===== src/pdh_pkg.sv =====
// Shared constants and types for the pin-controlled power-down hold block
package pdh_pkg;
    // ****************************************
    // Timing
    // ****************************************
    localparam int CLK_PERIOD_NS = 10;
    // Longest settle window after the sleep pin falls; rounds down
    localparam int SETTLE_NS = 1000;
    localparam int SETTLE_CYC_RAW = SETTLE_NS / CLK_PERIOD_NS;
    localparam int SETTLE_CYC = (SETTLE_CYC_RAW < 1) ? 1 : SETTLE_CYC_RAW;
    localparam int CNT_W = $clog2(SETTLE_CYC + 1);

    // ****************************************
    // Reset values
    // ****************************************
    localparam logic RST_RUN = 1'h1;
    localparam logic RST_SETTLED = 1'h1;
    localparam logic RST_BIT = 1'h0;

    // ****************************************
    // States
    // ****************************************
    typedef enum logic [1:0] {
        PDH_RUN,
        PDH_SLEEP,
        PDH_SETTLE
    } pdh_state_t;
endpackage


===== src/pdh_keep_if.sv =====
// Carrier between the power-down controller and its input keeper bank
`timescale 1ns/100ps
interface pdh_keep_if #(
    parameter int W = 1
);
    logic hold;
    logic [W-1:0] d;
    logic [W-1:0] q;

    modport keeper (
        input hold,
        input d,
        output q
    );
    modport ctrl (
        output hold,
        output d,
        input q
    );
endinterface


===== src/pdh_keeper.sv =====
// Input and bidirectional pin keeper bank with blocking hold
`timescale 1ns/100ps
module pdh_keeper
    import pdh_pkg::*;
#(
    parameter int W = 1
) (
    // Clock and reset
    input wire logic clk,
    input wire logic rst,
    // Keeper port
    pdh_keep_if.keeper kp
);
    typedef struct packed {
        logic [W-1:0] lvl;
    } pdh_keep_st_t;

    pdh_keep_st_t r_r;
    pdh_keep_st_t r_nxt;

    // ****************************************
    // Per-pin latch
    // ****************************************
    genvar gi;
    generate
        for (gi = 0; gi < W; gi++) begin : g_bit
            // While held the pin level is frozen, so no pin can disturb the core
            always_comb begin
                r_nxt.lvl[gi] = kp.hold ? r_r.lvl[gi] : kp.d[gi];
            end
        end
    endgenerate

    always_ff @(posedge clk or posedge rst) begin
        if (rst) begin
            r_r.lvl <= {W{RST_BIT}};
        end else begin
            r_r <= r_nxt;
        end
    end

    assign kp.q = r_r.lvl;
endmodule


===== src/pdh_top.sv =====
// Pin-controlled power-down hold: freezes core, outputs and input pins on sleep
`timescale 1ns/100ps
module pdh_top
    import pdh_pkg::*;
#(
    parameter int N_IN = 4,
    parameter int N_IO = 32,
    parameter bit PD_ENABLE = 1'b1
) (
    // Clock and reset
    input wire logic clk,
    input wire logic rst,
    // Power-down request
    input wire logic sleep_request_pin,
    // Pins
    input wire logic [N_IN-1:0] in_pin,
    input wire logic [N_IO-1:0] io_i,
    output logic [N_IO-1:0] io_o,
    output logic [N_IO-1:0] io_oe,
    output logic [N_IO-1:0] io_keep_o,
    output logic [N_IO-1:0] io_keep_oe,
    // Core side
    input wire logic [N_IO-1:0] core_out,
    input wire logic [N_IO-1:0] core_oe,
    input wire logic sleep_mc_d,
    output logic [N_IN+N_IO-1:0] core_in,
    output logic core_run,
    output logic sleep_mc_fb,
    output logic out_settled
);
    localparam int NK = N_IN + N_IO;
    localparam int SETTLE_LIM = SETTLE_CYC + 2;
    localparam logic [CNT_W-1:0] CNT_LAST = CNT_W'(SETTLE_CYC - 1);
    localparam logic [CNT_W-1:0] CNT_ONE = CNT_W'(1);

    generate
        if (N_IN < 1 || N_IO < 1) begin : g_bad
            $error("pdh_top needs at least one input pin and one I/O pin");
        end
    endgenerate

    typedef struct packed {
        pdh_state_t st;
        logic [CNT_W-1:0] cnt;
        logic run;
        logic settled;
        logic [N_IO-1:0] pad_o;
        logic [N_IO-1:0] pad_oe;
        logic [N_IO-1:0] keep_oe;
        logic mc_fb;
    } pdh_top_st_t;

    pdh_top_st_t r_r;
    pdh_top_st_t r_nxt;
    logic sleep_active;

    pdh_keep_if #(.W(NK)) kif ();

    // ****************************************
    // Sleep request qualification
    // ****************************************
    // With the feature left out the pin is never looked at
    assign sleep_active = PD_ENABLE && sleep_request_pin;

    // ****************************************
    // Input keepers
    // ****************************************
    // Hold is combinational so the sampling edge of the request already blocks
    assign kif.hold = sleep_active;
    assign kif.d = {io_i, in_pin};

    pdh_keeper #(.W(NK)) u_keep (
        .clk(clk),
        .rst(rst),
        .kp(kif.keeper)
    );

    // ****************************************
    // Sequencer
    // ****************************************
    always_comb begin
        r_nxt = r_r;
        // Frozen values follow the core only while awake
        if (!sleep_active) begin
            r_nxt.pad_o = core_out;
            r_nxt.pad_oe = core_oe;
            r_nxt.mc_fb = sleep_mc_d;
        end
        case (r_r.st)
            PDH_RUN: begin
                if (sleep_active) begin
                    r_nxt.st = PDH_SLEEP;
                    r_nxt.run = 1'b0;
                    r_nxt.settled = 1'b0;
                end
            end
            PDH_SLEEP: begin
                // Only the sleep pin can end this state
                if (!sleep_active) begin
                    r_nxt.st = PDH_SETTLE;
                    r_nxt.run = 1'b1;
                    r_nxt.cnt = '0;
                end
            end
            PDH_SETTLE: begin
                if (sleep_active) begin
                    r_nxt.st = PDH_SLEEP;
                    r_nxt.run = 1'b0;
                end else if (r_r.cnt == CNT_LAST) begin
                    r_nxt.st = PDH_RUN;
                    r_nxt.settled = 1'b1;
                end else begin
                    r_nxt.cnt = r_r.cnt + CNT_ONE;
                end
            end
            default: begin
                r_nxt.st = PDH_RUN;
                r_nxt.run = RST_RUN;
            end
        endcase
        // Keepers drive only pins whose outputs are off, never fighting a driver
        r_nxt.keep_oe = (r_nxt.st == PDH_SLEEP) ? ~r_nxt.pad_oe : '0;
    end

    always_ff @(posedge clk or posedge rst) begin
        if (rst) begin
            r_r.st <= PDH_RUN;
            r_r.cnt <= '0;
            r_r.run <= RST_RUN;
            r_r.settled <= RST_SETTLED;
            r_r.pad_o <= '0;
            r_r.pad_oe <= '0;
            r_r.keep_oe <= '0;
            r_r.mc_fb <= RST_BIT;
        end else begin
            r_r <= r_nxt;
        end
    end

    // ****************************************
    // Outputs
    // ****************************************
    assign io_o = r_r.pad_o;
    assign io_oe = r_r.pad_oe;
    assign io_keep_o = kif.q[NK-1:N_IN];
    assign io_keep_oe = r_r.keep_oe;
    assign core_in = kif.q;
    assign core_run = r_r.run;
    assign sleep_mc_fb = r_r.mc_fb;
    assign out_settled = r_r.settled;
endmodule


===== config.mk =====
export PLATFORM = sky130hd
export DESIGN_NAME = pdh_top
export DESIGN_NICKNAME = d
export VERILOG_FILES = /design/src/pdh_pkg.sv /design/src/pdh_keep_if.sv /design/src/pdh_keeper.sv /design/src/pdh_top.sv
export SDC_FILE = /design/constraint.sdc
export NUM_CORES = 1
export LEC_CHECK = 0
export BUFFER_PORTS_ARGS = -buffer_cell sky130_fd_sc_hd__buf_4
export CELL_PAD_IN_SITES_DETAIL_PLACEMENT = 1
export CELL_PAD_IN_SITES_GLOBAL_PLACEMENT = 1
export CORE_ASPECT_RATIO = 1.2
export CORE_MARGIN = 1
export CORE_UTILIZATION = 40
export CTS_BUF_LIST = sky130_fd_sc_hd__clkbuf_16
export DETAILED_ROUTE_END_ITERATION = 6
export PLACE_DENSITY = 0.84
export SYNTH_ARGS = -nofsm -noshare
export SYNTH_HDL_FRONTEND = slang
export SYNTH_HIERARCHICAL = 1
export SYNTH_SLANG_ARGS = --single-unit
export TNS_END_PERCENT = 20

===== constraint.sdc =====
create_clock -name clk -period 6.55 [get_ports clk]
set_clock_uncertainty 0.15 [all_clocks]
set_input_delay 0.3275 -clock clk [delete_from_list [all_inputs] [get_ports clk]]
set_output_delay 0.3275 -clock clk [all_outputs]
set_load 0.005 [all_outputs]

==> results.toml <==
[status]
run_status = "complete, no violations"

[routing]
vias = 4337
drt_pre_antenna_iters = 4
wire_per_inst_um = 18.9
routed_wl_um = 17900
via_density_per_instance = 4.58
drt_iter0_drc = 218
antenna_violating_nets_post_route = 0
detail_route.drc_violations = 0

[floorplan]
num_io_pins = 271
fp.coreArea_sq_mm = 0.0157
die_x_um = 118
std_cell_rows = 50
die_area_sq_mm = 0.0166
initial_core_util_pct = 41.1
floorplan.die.height_um = 141

[sta]
max-slew-margin-rel_pct = 42.8
layout_worst_path_cycle_share_pct = 33.8
post-route-min-period_ns = 2.22
setup_tns_ns = 0
max_clock_freq_ghz = 0.451
setup_viol_count_final = 0
worst_slew_pin_slew_ns = 0.857
slew_viols_final = 0
setup_repair_after_global_routing_missed_its_margin = "false"
number_of_failing_hold_endpoints_at_the_final_stage = 0

[pwr]
power.density_cell_area_mw_per_mm2 = 269
power.net_switching_uw = 624
sw_frac_of_total_pct = 25.1
peakVddDrop_mv = 0.140
internal_power_mw = 1.86
power_frac_comb_pct = 17.8
power_frac_seq_pct = 42.4
power.share.clock_pct = 39.8
static-leakage-power_nw = 4.50

[worst_setup_path]
crit_path_max_fanout = 61
worstRegToRegCells = 5
cp_data_arrival_time_ns = 2.35
required_ns = 6.69
endpoint_kind = "flip-flop"
critical_path_class = "in2reg"
cp-start-kind = "primary input"

[cts]
clk_pin_slew_ns = 0.06
cts-buffers-inserted = 17
root_buffer = "sky130_fd_sc_hd__clkbuf_16"
htreeDepth = 4
post_cts_resized = 0
clock_latency_of_the_later_clocked_register_in_the_worst_skew_pair_ns = 0.42
cts_setup_buffers = 0
max-clock-path-buffers = 2
tritoncts = "yes"
numClockSinks = 144
cts_hold_buffers = 94

[flow_run]
drv.max_cap_violation_count = 0

[yosys]
share_of_the_synthesized_area_in_compound_gates_ao_oa_aoi_oai_pct = 1.86
netlist-cell-type-count = 36
average_cell_area_after_synthesis_sq_um = 13.5
postSynthNetCount = 583
synthAdderAreaFrac_pct = 0.194
synth.yosys.seq_area_share_pct = 55.9
synth-simple-area-share_pct = 4.38
synth_top_family_by_area = "multiplexers"
yosys_warnings = 6
synth_xor_area_share_pct = 0.659
post_synth_instance_area_sq_mm = 0.00645
yosys-mux-area-fraction_pct = 19.5
synth_cells = 478
postSynthRegisterBits = 144

[worst_hold_path]
hold_path_depth = 2
hold_path_class = "in2reg"

[finish]
final_nets = 829
layout-drive-gt1-share_pct = 56.6
final_util_pct = 58.9
fillers = 1515
area.growth.synth_to_final_pct = 43.4

[global_route]
grt_pass1_wl_um = 28100
grt_pass1_vias = 4979
grt_antenna_before_repair = 0
maximum_number_of_pins_on_one_net_before_global_route_repair = 68
global_route.usage.total_pct = 22.1
grt_overflow_total = 0

[placed_design]
place.port_buffers = 270
hpwlAfterDp_um = 10800
routabilityCongestion = 0.810
## final timing paths
path	end	from	slack, ns
worst max register to register	r_r[102]	r_r[99]	4.83
worst min-delay path	io_o[9]	core_out[9]	0.02
max in group asynchronous	io_oe[5]	rst	4.59
worst min register to register	io_keep_oe[30]	io_oe[30]	0.30
worst max-delay path	r_r[104]	sleep_request_pin	4.33
min in group asynchronous	io_o[9]	rst	0.40
## worst max-delay path, cell delays in order
cell	delay, ns
sky130_fd_sc_hd__buf_4	0.57
sky130_fd_sc_hd__buf_4	0.80
sky130_fd_sc_hd__and4b_1	0.31
sky130_fd_sc_hd__nand4b_1	0.11
sky130_fd_sc_hd__xor2_1	0.15
sky130_fd_sc_hd__nor2_1	0.05
## sequential cells by signal, summed over array words and instances, names as in the netlist
name         flops
core_run         1
io_keep_oe      32
io_o            32
io_oe           32
out_settled      1
r_r              9
sleep_mc_fb      1
u_keep/kp.q     36
## cell usage after synthesis
library cell / count / share of area (%)
sky130_fd_sc_hd__mux2_2: 71 / 12
sky130_fd_sc_hd__buf_4: 133 / 15
sky130_fd_sc_hd__nand2_1: 5 / 0.29
sky130_fd_sc_hd__o22ai_1: 1 / 0.097
sky130_fd_sc_hd__o211ai_1: 2 / 0.23
sky130_fd_sc_hd__xnor2_1: 2 / 0.27
sky130_fd_sc_hd__mux2_1: 1 / 0.17
sky130_fd_sc_hd__a22oi_1: 1 / 0.12
sky130_fd_sc_hd__ha_1: 1 / 0.19
sky130_fd_sc_hd__nor2_1: 41 / 2.4
sky130_fd_sc_hd__xnor2_2: 1 / 0.25
sky130_fd_sc_hd__xor2_1: 1 / 0.14
sky130_fd_sc_hd__dfrtp_1: 142 / 55
sky130_fd_sc_hd__inv_1: 4 / 0.23
sky130_fd_sc_hd__nor2b_1: 1 / 0.097
sky130_fd_sc_hd__a211oi_2: 1 / 0.19
sky130_fd_sc_hd__o21ai_0: 5 / 0.39
sky130_fd_sc_hd__o21ai_1: 2 / 0.16
sky130_fd_sc_hd__buf_6: 1 / 0.17
sky130_fd_sc_hd__nand3_1: 4 / 0.31
sky130_fd_sc_hd__a21oi_1: 4 / 0.31
sky130_fd_sc_hd__nor3_1: 1 / 0.077
sky130_fd_sc_hd__and2_4: 1 / 0.14
sky130_fd_sc_hd__mux2_4: 30 / 7.0
sky130_fd_sc_hd__and4b_1: 1 / 0.16
sky130_fd_sc_hd__nor4_4: 1 / 0.33
sky130_fd_sc_hd__buf_12: 3 / 0.93
sky130_fd_sc_hd__nand2b_4: 1 / 0.21
sky130_fd_sc_hd__inv_2: 1 / 0.058
sky130_fd_sc_hd__dfstp_2: 2 / 0.81
sky130_fd_sc_hd__o21ai_2: 1 / 0.14
sky130_fd_sc_hd__buf_2: 8 / 0.62
sky130_fd_sc_hd__nand4b_1: 1 / 0.14
sky130_fd_sc_hd__a31oi_1: 1 / 0.097
sky130_fd_sc_hd__o31a_1: 1 / 0.14
sky130_fd_sc_hd__and4bb_4: 1 / 0.25
## layout make-up
cell class / count / area (sq um) / area share, %
flip-flops and latches: 144 / 3610 / 39.0
diodes: 1 / 2.50 / 0.0270
inverters: 5 / 21.3 / 0.230
well taps: 208 / 260 / 2.81
clock inverters: 15 / 180 / 1.95
clock buffers: 17 / 425 / 4.60
repair buffers: 372 / 3040 / 32.8
multi-input cells: 184 / 1720 / 18.6
## metrics by stage
| stage | instances | worst slack [ns] | cell area [sq um] | power (mW) | hold WS (ns) |
|---|---|---|---|---|---|
| after floorplan | 478 | 3.23 | 6450 | 1.30 | 0.271 |
| after global placement | 815 | 3.94 | 7660 | 1.43 | 0.263 |
| after detailed placement | 815 | 3.87 | 7660 | 1.45 | 0.276 |
| after CTS | 941 | 4.32 | 9210 | 2.50 | 0.00102 |
| after global routing | 945 | 4.12 | 9250 | 2.60 | 0.00988 |
| final | 946 | 4.33 | 9250 | 2.49 | 0.0206 |
## cell families (layout without fill, tap and decap cells)
family | count (synthesis) | in the layout
fa+ha+maj | 1 | 1
mux | 102 | 102
other cells | 0 | 1
xor+xnor | 4 | 4
flops | 144 | 144
simple gates | 58 | 58
compound gates | 19 | 19
buf+inv | 150 | 409
## power groups by stage
stage          clock [mW]  sequential, mW  combinational (mW)
2_1_floorplan           0            1.04               0.259
3_3_place_gp            0            1.06               0.376
3_5_place_dp            0            1.07               0.388
4_1_cts              1.02            1.05               0.436
5_1_grt              1.05            1.06               0.477
6_report            0.990            1.05               0.443
## layout by cell type, fill, tap and decap left out, types with 3 or more instances in the layout
| master | synthesis | routed |
|---|---|---|
| sky130_fd_sc_hd__buf_4 | 133 | 274 |
| sky130_fd_sc_hd__dfrtp_1 | 142 | 142 |
| sky130_fd_sc_hd__dlygate4sd3_1 | 0 | 98 |
| sky130_fd_sc_hd__mux2_2 | 71 | 71 |
| sky130_fd_sc_hd__nor2_1 | 41 | 41 |
| sky130_fd_sc_hd__mux2_4 | 30 | 30 |
| sky130_fd_sc_hd__clkbuf_16 | 0 | 17 |
| sky130_fd_sc_hd__nand2_1 | 5 | 5 |
| sky130_fd_sc_hd__o21ai_0 | 5 | 5 |
| sky130_fd_sc_hd__inv_6 | 0 | 5 |
| sky130_fd_sc_hd__nand3_1 | 4 | 4 |
| sky130_fd_sc_hd__a21oi_1 | 4 | 4 |
| sky130_fd_sc_hd__inv_1 | 4 | 3 |
| sky130_fd_sc_hd__bufinv_16 | 0 | 3 |
## routing by layer
| layer | share of wire [%] | GRT usage (%) | up-vias |
|---|---|---|---|
| li1 | - | - | 1947 |
| met1 | 39 | 24.9 | 2151 |
| met2 | 51 | 38.4 | 217 |
| met3 | 8.3 | 8.09 | 22 |
| met4 | 1.9 | 7.83 | 0 |
| met5 | 0 | 0 | - |
(Power assumes the default switching activity.)
